==> config.mk <==
export PLATFORM = sky130hd
export DESIGN_NAME = spi_fifo_event
export DESIGN_NICKNAME = d
export VERILOG_FILES = /design/src/hdl/spi_pkg.sv /design/src/hdl/spi_fifo_event.sv
export SDC_FILE = /design/constraint.sdc
export NUM_CORES = 2
export LEC_CHECK = 0
export ABC_AREA = 1
export ABC_CLOCK_PERIOD_IN_PS = 7200
export BUFFER_PORTS_ARGS = -buffer_cell sky130_fd_sc_hd__buf_2
export CAP_MARGIN = 30
export CELL_PAD_IN_SITES_DETAIL_PLACEMENT = 2
export CELL_PAD_IN_SITES_GLOBAL_PLACEMENT = 2
export CORE_ASPECT_RATIO = 0.9
export CORE_MARGIN = 2
export CORE_UTILIZATION = 40
export CTS_CLUSTER_DIAMETER = 120
export DETAILED_ROUTE_END_ITERATION = 6
export GPL_ROUTABILITY_DRIVEN = 0
export PLACE_DENSITY_LB_ADDON = 0.1
export SKIP_CTS_REPAIR_TIMING = 1
export SLEW_MARGIN = 20
export SYNTH_ARGS = -nofsm -noshare
export SYNTH_HDL_FRONTEND = slang
export SYNTH_SLANG_ARGS = --single-unit
==> constraint.sdc <==
create_clock -name aclk -period 7.2 [get_ports aclk]
set_input_delay 0 -clock aclk [delete_from_list [all_inputs] [get_ports aclk]]
set_output_delay 0 -clock aclk [all_outputs]
set_load 0.01 [all_outputs]
==> src/hdl/spi_pkg.sv <==
// Purpose: Shared constants and types of the SPI FIFO and event block
// Assumes: 32-bit AXI4-Lite register bus, byte addresses
// Notes:   Flag positions are shared by event, enable and wake registers
package spi_pkg;

  localparam int ADDR_W = 6;
  localparam int DEPTH  = 32;
  localparam int PTR_W  = 5;
  localparam int CNT_W  = 6;
  localparam int NFLAG  = 12;
  localparam int NWAKE  = 4;

  localparam logic [ADDR_W-1:0] OFF_DATA  = 6'h00;
  localparam logic [ADDR_W-1:0] OFF_CTRL0 = 6'h04;
  localparam logic [ADDR_W-1:0] OFF_CTRL1 = 6'h08;
  localparam logic [ADDR_W-1:0] OFF_CTRL2 = 6'h0C;
  localparam logic [ADDR_W-1:0] OFF_SSTIM = 6'h10;
  localparam logic [ADDR_W-1:0] OFF_CLK   = 6'h14;
  localparam logic [ADDR_W-1:0] OFF_DMA   = 6'h1C;
  localparam logic [ADDR_W-1:0] OFF_FLAGS = 6'h20;
  localparam logic [ADDR_W-1:0] OFF_EN    = 6'h24;
  localparam logic [ADDR_W-1:0] OFF_WKFL  = 6'h28;
  localparam logic [ADDR_W-1:0] OFF_WKEN  = 6'h2C;
  localparam logic [ADDR_W-1:0] OFF_STAT  = 6'h30;
  localparam logic [ADDR_W-1:0] OFF_RDW   = 6'h34;

  // Event flag positions
  localparam int FL_TX_EMPTY = 0;
  localparam int FL_TX_TH    = 1;
  localparam int FL_RX_FULL  = 2;
  localparam int FL_RX_TH    = 3;
  localparam int FL_TX_OVR   = 4;
  localparam int FL_RX_UND   = 5;
  localparam int FL_TX_UND   = 6;
  localparam int FL_RX_OVR   = 7;
  localparam int FL_SS_EDGE  = 8;
  localparam int FL_DONE     = 9;
  localparam int FL_ABORT    = 10;
  localparam int FL_FAULT    = 11;

  localparam int EN_BIT    = 0;
  localparam int CTL_BIT   = 1;
  localparam int TXTH_LSB  = 0;
  localparam int RXTH_LSB  = 8;
  localparam int TXCNT_LSB = 0;
  localparam int RXCNT_LSB = 8;
  localparam int BUSY_BIT  = 16;

  localparam logic [31:0] RST_WORD   = 32'h0;
  localparam logic [1:0]  RESP_OKAY  = 2'h0;
  localparam logic [1:0]  RESP_SLVER = 2'h2;

  typedef enum logic [1:0] {W_BYTE, W_HALF, W_WORD, W_BAD} width_type;

  typedef struct packed {
    logic sck;
    logic ss_n;
    logic mosi;
    logic fault_n;
  } pins_type;

  localparam pins_type PIN_IDLE = 4'h5;

endpackage

==> src/hdl/spi_fifo_event.sv <==
// Purpose: SPI port FIFOs, access packing, event and wake flags
// Assumes: aclk 100 MHz; serial pins asynchronous, mode 0 target shifter
// Notes:   Controller SCK generation lives outside; it obeys sck_stall
`timescale 1ns/1ps
module spi_fifo_event (
  input  wire logic                      aclk,
  input  wire logic                      aresetn,
  input  wire logic [spi_pkg::ADDR_W-1:0] awaddr,
  input  wire logic                      awvalid,
  output logic                           awready,
  input  wire logic [31:0]               wdata,
  input  wire logic [3:0]                wstrb,
  input  wire logic                      wvalid,
  output logic                           wready,
  output logic [1:0]                     bresp,
  output logic                           bvalid,
  input  wire logic                      bready,
  input  wire logic [spi_pkg::ADDR_W-1:0] araddr,
  input  wire logic                      arvalid,
  output logic                           arready,
  output logic [31:0]                    rdata,
  output logic [1:0]                     rresp,
  output logic                           rvalid,
  input  wire logic                      rready,
  input  wire logic                      sck,
  input  wire logic                      ss_n,
  input  wire logic                      mosi,
  input  wire logic                      fault_n,
  input  wire logic                      xfer_done,
  output logic                           miso,
  output logic                           miso_oe,
  output logic                           sck_stall,
  output logic                           wake_req
);

  localparam int CW = spi_pkg::CNT_W;
  localparam int PW = spi_pkg::PTR_W;
  localparam logic [CW-1:0] FULL_CNT = CW'(spi_pkg::DEPTH);

  function automatic spi_pkg::width_type width_of(input logic [3:0] s);
    case (s)
      4'h1, 4'h2, 4'h4, 4'h8: width_of = spi_pkg::W_BYTE;
      4'h3, 4'hC:             width_of = spi_pkg::W_HALF;
      4'hF:                   width_of = spi_pkg::W_WORD;
      default:                width_of = spi_pkg::W_BAD;
    endcase
  endfunction

  function automatic logic [2:0] bytes_of(input spi_pkg::width_type w);
    case (w)
      spi_pkg::W_BYTE: bytes_of = 3'h1;
      spi_pkg::W_HALF: bytes_of = 3'h2;
      spi_pkg::W_WORD: bytes_of = 3'h4;
      default:         bytes_of = 3'h0;
    endcase
  endfunction

  function automatic logic [31:0] merge(input logic [31:0] o,
                                        input logic [31:0] d,
                                        input logic [3:0]  s);
    merge = o;
    for (int i = 0; i < 4; i++) begin
      if (s[i]) begin
        merge[8*i +: 8] = d[8*i +: 8];
      end
    end
  endfunction

  ////////////////////////////////////////////////////////////////////
  // Pin synchronisers
  spi_pkg::pins_type pin_s1;
  spi_pkg::pins_type pin_s2;
  spi_pkg::pins_type pin_d;

  always_ff @(posedge aclk) begin
    if (!aresetn) begin
      pin_s1 <= spi_pkg::PIN_IDLE;
      pin_s2 <= spi_pkg::PIN_IDLE;
      pin_d  <= spi_pkg::PIN_IDLE;
    end else begin
      pin_s1 <= {sck, ss_n, mosi, fault_n};
      pin_s2 <= pin_s1;
      pin_d  <= pin_s2;
    end
  end

  logic sck_rise;
  logic sck_fall;
  logic ss_fall;
  logic ss_rise;
  logic fault_fall;
  assign sck_rise   = pin_s2.sck & ~pin_d.sck;
  assign sck_fall   = ~pin_s2.sck & pin_d.sck;
  assign ss_fall    = ~pin_s2.ss_n & pin_d.ss_n;
  assign ss_rise    = pin_s2.ss_n & ~pin_d.ss_n;
  assign fault_fall = ~pin_s2.fault_n & pin_d.fault_n;

  ////////////////////////////////////////////////////////////////////
  // AXI4-Lite slave handshakes
  logic                      aw_held;
  logic                      w_held;
  logic [spi_pkg::ADDR_W-1:0] w_addr;
  logic [31:0]               w_data;
  logic [3:0]                w_strb;
  logic                      do_write;
  logic                      ar_hs;
  logic [spi_pkg::ADDR_W-1:0] r_addr;
  logic                      w_known;
  logic                      r_known;

  assign awready  = ~aw_held & ~bvalid;
  assign wready   = ~w_held & ~bvalid;
  assign arready  = ~rvalid;
  assign do_write = aw_held & w_held & ~bvalid;
  assign ar_hs    = arvalid & arready;
  assign r_addr   = {araddr[spi_pkg::ADDR_W-1:2], 2'h0};

  always_ff @(posedge aclk) begin
    if (!aresetn) begin
      aw_held <= 1'b0;
      w_held  <= 1'b0;
      w_addr  <= '0;
      w_data  <= spi_pkg::RST_WORD;
      w_strb  <= 4'h0;
      bvalid  <= 1'b0;
      bresp   <= spi_pkg::RESP_OKAY;
    end else begin
      if (awvalid && awready) begin
        aw_held <= 1'b1;
        w_addr  <= {awaddr[spi_pkg::ADDR_W-1:2], 2'h0};
      end
      if (wvalid && wready) begin
        w_held <= 1'b1;
        w_data <= wdata;
        w_strb <= wstrb;
      end
      if (do_write) begin
        aw_held <= 1'b0;
        w_held  <= 1'b0;
        bvalid  <= 1'b1;
        bresp   <= w_known ? spi_pkg::RESP_OKAY : spi_pkg::RESP_SLVER;
      end else if (bvalid && bready) begin
        bvalid <= 1'b0;
      end
    end
  end

  ////////////////////////////////////////////////////////////////////
  // Software registers, one private set per instance
  // private register set
  logic [31:0]         ctrl0;
  logic [31:0]         ctrl1;
  logic [31:0]         ctrl2;
  logic [31:0]         sstime;
  logic [31:0]         clkcfg;
  logic [31:0]         dma_cfg;
  logic [31:0]         ev_en;
  logic [31:0]         wk_en;
  spi_pkg::width_type  rd_width;
  logic                en;
  logic                ctl_mode;
  logic                en_t;

  assign en       = ctrl0[spi_pkg::EN_BIT];
  assign ctl_mode = ctrl0[spi_pkg::CTL_BIT];
  assign en_t     = en & ~ctl_mode;

  always_ff @(posedge aclk) begin
    if (!aresetn) begin
      ctrl0    <= spi_pkg::RST_WORD;
      ctrl1    <= spi_pkg::RST_WORD;
      ctrl2    <= spi_pkg::RST_WORD;
      sstime   <= spi_pkg::RST_WORD;
      clkcfg   <= spi_pkg::RST_WORD;
      dma_cfg  <= spi_pkg::RST_WORD;
      ev_en    <= spi_pkg::RST_WORD;
      wk_en    <= spi_pkg::RST_WORD;
      rd_width <= spi_pkg::W_WORD;
    end else if (do_write) begin
      case (w_addr)
        spi_pkg::OFF_CTRL0: ctrl0   <= merge(ctrl0, w_data, w_strb);
        spi_pkg::OFF_CTRL1: ctrl1   <= merge(ctrl1, w_data, w_strb);
        spi_pkg::OFF_CTRL2: ctrl2   <= merge(ctrl2, w_data, w_strb);
        spi_pkg::OFF_SSTIM: sstime  <= merge(sstime, w_data, w_strb);
        spi_pkg::OFF_CLK:   clkcfg  <= merge(clkcfg, w_data, w_strb);
        spi_pkg::OFF_DMA:   dma_cfg <= merge(dma_cfg, w_data, w_strb);
        spi_pkg::OFF_EN:    ev_en   <= merge(ev_en, w_data, w_strb);
        spi_pkg::OFF_WKEN:  wk_en   <= merge(wk_en, w_data, w_strb);
        spi_pkg::OFF_RDW: begin
          if (w_strb[0] && w_data[1:0] != spi_pkg::W_BAD) begin
            rd_width <= spi_pkg::width_type'(w_data[1:0]);
          end
        end
        default: ;
      endcase
    end
  end

  ////////////////////////////////////////////////////////////////////
  // Transmit packing and queue
  logic [7:0]    tx_mem [spi_pkg::DEPTH];
  logic [PW-1:0] tx_wp;
  logic [PW-1:0] tx_rp;
  logic [CW-1:0] tx_count;
  logic [7:0]    part_lo;
  logic [7:0]    part_hi;
  logic          have_lo;
  logic          have_hi;
  logic [7:0]    next_part_lo;
  logic [7:0]    next_part_hi;
  logic          next_have_lo;
  logic          next_have_hi;
  logic [2:0]    wr_n;
  logic [31:0]   wr_bytes;
  logic [1:0]    lane;
  logic          wr_data;
  logic          tx_ovr;
  logic          tx_push;
  logic          tx_pop;

  assign wr_data = do_write && w_addr == spi_pkg::OFF_DATA;

  always_comb begin
    next_part_lo = part_lo;
    next_part_hi = part_hi;
    next_have_lo = have_lo;
    next_have_hi = have_hi;
    wr_n         = 3'h0;
    wr_bytes     = 32'h0;
    lane         = 2'h0;
    if (wr_data) begin
      case (width_of(w_strb))
        // word as four bytes, low byte first
        spi_pkg::W_WORD: begin
          wr_n     = bytes_of(spi_pkg::W_WORD);
          wr_bytes = w_data;
        end
        spi_pkg::W_HALF: begin
          wr_n     = bytes_of(spi_pkg::W_HALF);
          wr_bytes = {16'h0, w_strb[0] ? w_data[15:0] : w_data[31:16]};
        end
        spi_pkg::W_BYTE: begin
          for (int i = 0; i < 4; i++) begin
            if (w_strb[i]) begin
              lane = 2'(i);
            end
          end
          if (lane[0]) begin
            next_part_hi = w_data[8*lane +: 8];
            next_have_hi = 1'b1;
          end else begin
            next_part_lo = w_data[8*lane +: 8];
            next_have_lo = 1'b1;
          end
          if (next_have_lo && next_have_hi) begin
            wr_n         = bytes_of(spi_pkg::W_HALF);
            wr_bytes     = {16'h0, next_part_hi, next_part_lo};
            next_have_lo = 1'b0;
            next_have_hi = 1'b0;
          end
        end
        default: ;
      endcase
    end
  end

  // Writes to a full queue are dropped whole, never split
  assign tx_ovr  = wr_n != 3'h0 && ({1'b0, tx_count} + 7'(wr_n)) > 7'(FULL_CNT);
  assign tx_push = wr_n != 3'h0 && !tx_ovr;

  always_ff @(posedge aclk) begin
    if (!aresetn) begin
      part_lo <= 8'h0;
      part_hi <= 8'h0;
      have_lo <= 1'b0;
      have_hi <= 1'b0;
    end else begin
      part_lo <= next_part_lo;
      part_hi <= next_part_hi;
      have_lo <= next_have_lo;
      have_hi <= next_have_hi;
    end
  end

  always_ff @(posedge aclk) begin
    for (int i = 0; i < 4; i++) begin
      if (tx_push && 3'(i) < wr_n) begin
        tx_mem[tx_wp + PW'(i)] <= wr_bytes[8*i +: 8];
      end
    end
  end

  always_ff @(posedge aclk) begin
    if (!aresetn) begin
      tx_wp    <= '0;
      tx_rp    <= '0;
      tx_count <= '0;
    end else begin
      if (tx_push) begin
        tx_wp <= tx_wp + PW'(wr_n);
      end
      if (tx_pop) begin
        tx_rp <= tx_rp + PW'(1);
      end
      tx_count <= tx_count + (tx_push ? CW'(wr_n) : '0) - CW'(tx_pop);
    end
  end

  ////////////////////////////////////////////////////////////////////
  // Receive queue and read path
  logic [7:0]    rx_mem [spi_pkg::DEPTH];
  logic [PW-1:0] rx_wp;
  logic [PW-1:0] rx_rp;
  logic [CW-1:0] rx_count;
  logic [2:0]    rd_n;
  logic [31:0]   rx_peek;
  logic          rd_data;
  logic          rx_und;
  logic          rx_pop;
  logic          rx_push;
  logic          rx_ovr;
  logic [7:0]    rx_byte;
  logic          sh_done;
  logic [31:0]   rd_word;
  logic [spi_pkg::NFLAG-1:0] flags;
  logic [spi_pkg::NWAKE-1:0] wk_fl;
  logic [2:0]    bitcnt;

  assign rd_n    = bytes_of(rd_width);
  assign rd_data = ar_hs && r_addr == spi_pkg::OFF_DATA;
  assign rx_und  = rd_data && rx_count < CW'(rd_n);
  assign rx_pop  = rd_data && !rx_und;
  assign rx_push = sh_done && rx_count != FULL_CNT;
  assign rx_ovr  = sh_done && rx_count == FULL_CNT;

  always_comb begin
    rx_peek = 32'h0;
    for (int i = 0; i < 4; i++) begin
      if (3'(i) < rd_n) begin
        rx_peek[8*i +: 8] = rx_mem[rx_rp + PW'(i)];
      end
    end
  end

  always_comb begin
    rd_word = 32'h0;
    r_known = 1'b1;
    case (r_addr)
      spi_pkg::OFF_DATA:  rd_word = rx_und ? 32'h0 : rx_peek;
      spi_pkg::OFF_CTRL0: rd_word = ctrl0;
      spi_pkg::OFF_CTRL1: rd_word = ctrl1;
      spi_pkg::OFF_CTRL2: rd_word = ctrl2;
      spi_pkg::OFF_SSTIM: rd_word = sstime;
      spi_pkg::OFF_CLK:   rd_word = clkcfg;
      spi_pkg::OFF_DMA:   rd_word = dma_cfg;
      spi_pkg::OFF_FLAGS: rd_word[spi_pkg::NFLAG-1:0] = flags;
      spi_pkg::OFF_EN:    rd_word = ev_en;
      spi_pkg::OFF_WKFL:  rd_word[spi_pkg::NWAKE-1:0] = wk_fl;
      spi_pkg::OFF_WKEN:  rd_word = wk_en;
      spi_pkg::OFF_STAT: begin
        rd_word[spi_pkg::TXCNT_LSB +: CW] = tx_count;
        rd_word[spi_pkg::RXCNT_LSB +: CW] = rx_count;
        rd_word[spi_pkg::BUSY_BIT]        = bitcnt != 3'h0;
      end
      spi_pkg::OFF_RDW:   rd_word[1:0] = rd_width;
      default:            r_known = 1'b0;
    endcase
  end

  always_comb begin
    case (w_addr)
      spi_pkg::OFF_STAT: w_known = 1'b1;
      default: begin
        w_known = w_addr <= spi_pkg::OFF_RDW && w_addr != 6'h18;
      end
    endcase
  end

  always_ff @(posedge aclk) begin
    if (!aresetn) begin
      rvalid <= 1'b0;
      rdata  <= spi_pkg::RST_WORD;
      rresp  <= spi_pkg::RESP_OKAY;
    end else if (ar_hs) begin
      rvalid <= 1'b1;
      rdata  <= rd_word;
      rresp  <= r_known ? spi_pkg::RESP_OKAY : spi_pkg::RESP_SLVER;
    end else if (rvalid && rready) begin
      rvalid <= 1'b0;
    end
  end

  always_ff @(posedge aclk) begin
    if (rx_push) begin
      rx_mem[rx_wp] <= rx_byte;
    end
  end

  always_ff @(posedge aclk) begin
    if (!aresetn) begin
      rx_wp    <= '0;
      rx_rp    <= '0;
      rx_count <= '0;
    end else begin
      if (rx_push) begin
        rx_wp <= rx_wp + PW'(1);
      end
      if (rx_pop) begin
        rx_rp <= rx_rp + PW'(rd_n);
      end
      rx_count <= rx_count + CW'(rx_push) - (rx_pop ? CW'(rd_n) : '0);
    end
  end

  ////////////////////////////////////////////////////////////////////
  // Target shifter, mode 0, MSB first
  logic [6:0] rx_sh;
  logic [7:0] tx_sh;
  logic       active;
  logic       sh_load;
  logic       sh_first;
  logic       tx_loaded;
  logic       tx_und;

  assign active   = en_t & ~pin_s2.ss_n;
  assign sh_done  = active & sck_rise & bitcnt == 3'h7;
  assign rx_byte  = {rx_sh, pin_s2.mosi};
  assign sh_load  = en_t & (ss_fall | (active & sck_fall & bitcnt == 3'h0));
  // Pop on the first sampled bit, so a preload cut off by select stays queued
  assign sh_first = active & sck_rise & bitcnt == 3'h0;
  assign tx_pop   = sh_first & tx_loaded;
  assign tx_und   = sh_first & ~tx_loaded;

  always_ff @(posedge aclk) begin
    if (!aresetn) begin
      bitcnt  <= 3'h0;
      rx_sh   <= 7'h0;
      tx_sh   <= 8'h0;
      miso    <= 1'b0;
      miso_oe <= 1'b0;
      tx_loaded <= 1'b0;
    end else begin
      miso_oe <= active;
      miso    <= tx_sh[7];
      if (!active) begin
        bitcnt <= 3'h0;
      end else if (sck_rise) begin
        rx_sh  <= rx_byte[6:0];
        bitcnt <= bitcnt + 3'h1;
      end
      if (sh_load) begin
        tx_sh     <= tx_count != '0 ? tx_mem[tx_rp] : 8'h0;
        tx_loaded <= tx_count != '0;
      end else if (active && sck_fall) begin
        tx_sh <= {tx_sh[6:0], 1'b0};
      end
    end
  end

  // controller waits for data or room
  always_ff @(posedge aclk) begin
    if (!aresetn) begin
      sck_stall <= 1'b0;
    end else begin
      sck_stall <= en & ctl_mode & (tx_count == '0 | rx_count == FULL_CNT);
    end
  end

  ////////////////////////////////////////////////////////////////////
  // Event and wake flags
  logic [spi_pkg::NWAKE-1:0] cond;
  logic [spi_pkg::NWAKE-1:0] cond_q;
  logic [spi_pkg::NFLAG-1:0] ev;
  logic [spi_pkg::NFLAG-1:0] clr;
  logic [spi_pkg::NWAKE-1:0] wclr;
  logic [spi_pkg::NWAKE-1:0] next_wk;

  assign cond[spi_pkg::FL_TX_EMPTY] = tx_count == '0;
  assign cond[spi_pkg::FL_TX_TH]    = tx_count <= CW'(dma_cfg[spi_pkg::TXTH_LSB +: PW]);
  assign cond[spi_pkg::FL_RX_FULL]  = rx_count == FULL_CNT;
  assign cond[spi_pkg::FL_RX_TH]    = rx_count >= CW'(dma_cfg[spi_pkg::RXTH_LSB +: PW]);

  always_ff @(posedge aclk) begin
    if (!aresetn) begin
      cond_q <= '1;
    end else begin
      cond_q <= cond;
    end
  end

  always_comb begin
    ev = '0;
    ev[spi_pkg::NWAKE-1:0]      = cond & ~cond_q;
    ev[spi_pkg::FL_TX_OVR]      = tx_ovr;
    ev[spi_pkg::FL_RX_UND]      = rx_und;
    ev[spi_pkg::FL_TX_UND]      = tx_und;
    ev[spi_pkg::FL_RX_OVR]      = rx_ovr;
    ev[spi_pkg::FL_SS_EDGE]     = en_t & (ss_fall | ss_rise);
    ev[spi_pkg::FL_DONE]        = en & ctl_mode & xfer_done;
    ev[spi_pkg::FL_ABORT]       = en_t & ss_rise & bitcnt != 3'h0;
    ev[spi_pkg::FL_FAULT]       = en & ctl_mode & fault_fall;
  end

  assign clr  = do_write && w_addr == spi_pkg::OFF_FLAGS ?
                w_data[spi_pkg::NFLAG-1:0] : '0;
  assign wclr = do_write && w_addr == spi_pkg::OFF_WKFL ?
                w_data[spi_pkg::NWAKE-1:0] : '0;
  assign next_wk = (wk_fl & ~wclr) |
                   (ev[spi_pkg::NWAKE-1:0] & wk_en[spi_pkg::NWAKE-1:0]);

  always_ff @(posedge aclk) begin
    if (!aresetn) begin
      flags    <= '0;
      wk_fl    <= '0;
      wake_req <= 1'b0;
    end else begin
      flags    <= (flags & ~clr) | ev;
      wk_fl    <= next_wk;
      wake_req <= |next_wk;
    end
  end
endmodule

== Word-level counts from Yosys, hierarchy flattened ==
Memory sizes are Yosys's and may differ from the RTL's. A register that Yosys moved wholly into a read port is not among the register bits.
Index checks and enable logic that the tools add are counted.
Storage, ports and cells
  register bits: 442
  input port bits: 60
  memory bits (writable): 512
  output and inout port bits: 45
  memories kept: 2
  word-level logic and storage cells: 343
Memory list
  rx_mem: depth 32, width 8, read ports 4, clocked after memory_dff 1, write ports 1, RTL line spi_fifo_event.sv:311  | logic [7:0] rx_mem [spi_pkg::DEPTH];
  tx_mem: depth 32, width 8, read ports 1, clocked after memory_dff 1, write ports 4, RTL line spi_fifo_event.sv:201  | logic [7:0] tx_mem [spi_pkg::DEPTH];
Operators by class
  bitwise operators: 51
  eq/ne operators: 40
  multiplexer cells: 68
  $lt $le $gt $ge: 13
  shift operators: 1
  add/subtract/negate cells: 16
  reduce and logical (&&, ||, !) cells: 77
Operators by type and width (number)
  $pmux 15 s9: 1
  $reduce_and 3->1: 33
  $pmux 32 s3: 1
  $mux 8: 9
  $mux 32: 2
  $eq 4x4->1 const B: 15
  $pmux 4 s11: 1
  $pmux 2 s10: 2
  $mux 16: 2
  $shiftx 32x6->8: 1
  $eq 4x3->1 const B: 7
  $and 1x1->1: 27
  $pmux 2 s13: 1
  $mux 1: 25
  $eq 4x2->1 const B: 6
  $pmux 2 s12: 1
  $logic_and 1x1->1: 22
  $pmux 2 s11: 1
  $add 5x1->5 const B: 4
  $add 5x2->5 const B: 4
  $mux 5: 4
  $logic_not 6->1: 3
  $pmux 2 s9: 1
  $pmux 3 s3: 2
  other kinds (46): 91

== Logic depth before layout (Yosys ltp) ==
  depth in word-level cells: 22
  depth in mapped cells: 26
  depth with buffers taken out: 24

== Least setup slack after synthesis ==
OpenSTA, ideal clock, no wires.
  path kind: register to register
  start: reg w_strb[1]
  end: mem tx_mem[30][0], enable pin
  arrival time: 3939 ps
  slack: 2847 ps
  cell stages (with the launch flop): 16
  clock period less this slack: 4353 ps
  data required time: 6786 ps
  path buffers: 1
  library setup time: 414 ps
  cell sequence: dfxtp_1 > inv_2 > o21ai_4 > nand2_1 > o21ai_2 > nand2_1 > nand2_2 > inv_1 > ha_1 > fa_1 > nor3_1 > nand4_1 > a21oi_2 > buf_4 > nand3_4 > o31ai_1
RTL lines
  from (decl): RTL line spi_fifo_event.sv:104  | logic [3:0] w_strb;
  from (signal assigned): RTL line spi_fifo_event.sv:135  | w_strb <= wstrb;
  to (decl): RTL line spi_fifo_event.sv:201

==> results.md <==
- DR pass1 iterations: 5
- Unique masters post-synth: 56
- EDFF count, synth: 512
- Fin worst setup slack: 1.44 ns
- Total of fill cells in the finished design: 14,961
- Async set-reset flop share out of synthesis: 0
- Unrepaired setup endpoints after global routing: no
- Die Ht: 349 um
- Post-synthesis sequential area ratio: 0.462
- Hold Crit Class: in2reg
- Placed cells: 8,767
- Ys Warns: 0
- Layout cells sized above 1: 0.0775
- # DRC: 0
- H-tree depth: 3
- Die area: 135,000 um^2
- CP Max Fanout: 61
- Vias in the first global route: 57,764
- Actual slew at the worst max-slew pin: 1.11 ns
- Status: complete, but fails checks
- Root buf cell: clkbuf_16
- Critical Path Sink Type: flop
- Vias per Instance: 6.14
- Worst-Skew Late Latency: 0.78 ns
- Num rows: 126
- Synth Area per Inst: 7.27 um^2
- Achievable frequency: 0.174 GHz
- Fin nets: 7,345
- Largest regs: rx_mem: 256 flops, tx_mem: 256 flops
- Register area: 24,400 um^2
- Largest net degree at the start of global routing: 177
- CTS tree: yes
- Crit path cell chain: inv_1 > nor2_2 > nand2_2 > inv_2 > nand3_2 > clkinv_2 > nand2_2 > inv_4 > fa_1 > nor3_1 > nand4_1 > a21oi_2 > buf_4 > nand2_4 > nor2_8 > nand2_1 > nand3_1 > nand2_1
- Final wirelength: 264,000 um
- Drt wl/cell: 29.2 um
- CTS Sinks: 961
- Final Setup Violations: 0
- Crit path arrival time: 6.27 ns
- TritonCTS Buffers: 110
- Finished Layout Cells: 9,049
- Initial antenna violation count: 12
- Clock transition at path regs: 0.07 ns
- Vias: 55,535
- First-pass GRT wire length: 377,000 um
- Max-Cap Viols: 0
- Multi-input logic area: 24,100 um^2
- Worst VDD drop: 0.214 mV
- TNS Setup: 0 ns
- Post-route antenna net violation count: 0
- Total GRT Usage: 0.372
- Max Clock Skew: 0.0407 ns
- Synth Instances: 7,262
- Rel. slew slack: 0.261
- Worst path max stage delay: 0.84 ns
- DP HPWL: 167,000 um
- Clock Path Buffers: 3
- #FFs+latches synth: 961
- Place WS: 1.70 ns
- Crit share post-route: 0.799
- Reg-to-reg slack, setup: 1.44 ns
- Req. time, crit path: 7.71 ns
- Crit path launch type: flop
- Failing checks: negative hold slack
- Fin. Hold Viols: 1
- Post-synth top area cell: edfxtp_1
- Hold Worst Slack: -0.0191 ns
- Critical path type: reg2reg
- Leak: 25.8 nW
- Top Ports: 105
- Die width: 387 um
- Min Tclk post-route: 5.76 ns
- Initial Util: 0.403
- Power Dens Cells: 211 nW/um^2
- CP max-delay cell: nor2_8
- Core ar.: 131,000 um^2
- Remaining Overflow, GRT: 0
- Synth area leaders: edfxtp_1 (29%), dfxtp_1 (17%), nand2_1 (15%)
- Fin. max-slew vios: 0
- IO Port Bufs: 98
- Area Growth Syn to Fin: 12.5%
- Yosys top cell area share: 0.291
- Post-Syn Area: 52,800 um^2
- DRT iter0 DRCs: 5,313
- Synth Flop Type: edfxtp_1
## synth_stat cells, types with 9 or more instances
cell type and n:
clkbuf_1 350, nand2_1 2179, a31oi_1 19, ha_1 58, nand3_1 1243, xor2_1 9, o21ai_0 573, buf_2 51
nor2_2 16, dfxtp_1 449, nand2_2 23, o211ai_1 83, nor3_1 49, inv_1 637, nor2_1 314, nand4_1 42
a21oi_1 410, buf_4 17, inv_2 18, o21ai_1 51, buf_1 49, a22o_1 11, edfxtp_1 512, or2_2 12
## power breakdown
group | total (mW) | switching, mW | internal, mW
Combinational | 0.834 | 0.635 | 0.199
Sequential | 5.82 | 0.0558 | 5.77
Clock | 5.85 | 2.60 | 3.25
## metrics by stage
step | util | power (mW) | cell area (um^2)
floorplan | - | 6.36 | 52800
global placement | 0.417 | 6.66 | 54600
detailed placement | 0.419 | 6.69 | 54900
CTS | 0.447 | 12.4 | 58600
global route | 0.453 | 12.8 | 59300
finish | 0.453 | 12.5 | 59400
## kinds of logic (layout without fill, tap and decap cells)
family | after synthesis | count (layout) | synth area share
simple gates | 3907 | 3907 | 0.317
xor+xnor | 13 | 13 | 0.00216
fa+ha+maj | 63 | 63 | 0.0156
compound gates | 1179 | 1179 | 0.119
other cells | 1 | 7 | 0.0000711
flops | 961 | 961 | 0.462
buf+inv | 1138 | 1191 | 0.0846
## layer usage
layer	track usage	vias to the layer above	part of all wire
met4	0.174	10	0.049
met2	0.586	2410	0.45
met5	0	-	0.00025
met3	0.0737	705	0.086
li1	-	24075	-
met1	0.492	28335	0.41
## worst max-delay path: cells and delay by family, from the launching register on
family	cells	cell delay [ns]
DFF	1	0.37
adders and majority gates	1	0.45
AOI/OAI and AO/OA	1	0.18
and+or+nand+nor	11	3.14
buffers and inverters	5	1.29
## path summary, 6_finish.rpt
kind | cells after the start | start | endpoint
hold reg to reg | 1 | pin_s1[0] | pin_s2[0]
hold / removal | 3 | wvalid | w_strb[0]
setup / recovery | 18 | w_held | tx_mem[9][2]
setup reg to reg | 18 | w_held | tx_mem[9][2]
## placed cells by master (no fill, tap or decap), types with 20 or more instances in the layout
| cell type | synthesis | layout |
|---|---|---|
| ha_1 | 58 | 56 |
| buf_2 | 51 | 97 |
| clkbuf_16 | 0 | 112 |
| nand3_1 | 1243 | 1243 |
| edfxtp_1 | 512 | 512 |
| nor2_2 | 16 | 33 |
| dfxtp_1 | 449 | 440 |
| o211ai_1 | 83 | 83 |
| nor3_1 | 49 | 44 |
| nand2_1 | 2179 | 2177 |
| dlygate4sd3_1 | 0 | 63 |
| o21ai_1 | 51 | 51 |
| nand2_2 | 23 | 25 |
| o21ai_0 | 573 | 573 |
| clkbuf_8 | 0 | 22 |
| nand4_1 | 42 | 42 |
| nor2_1 | 314 | 296 |
| clkbuf_1 | 350 | 28 |
| clkinv_2 | 1 | 20 |
| buf_4 | 17 | 135 |
| a21oi_1 | 410 | 410 |
| inv_1 | 637 | 633 |
## layout make-up
class	instances	area share
antenna	5	0.000211
clock buffer	163	0.0542
clock inverter	43	0.00761
inverter	662	0.0422
multi-input combinational	5164	0.406
sequential	961	0.411
tap	1728	0.0364
timing repair buffer	323	0.0425
(Power assumes the default switching activity.)
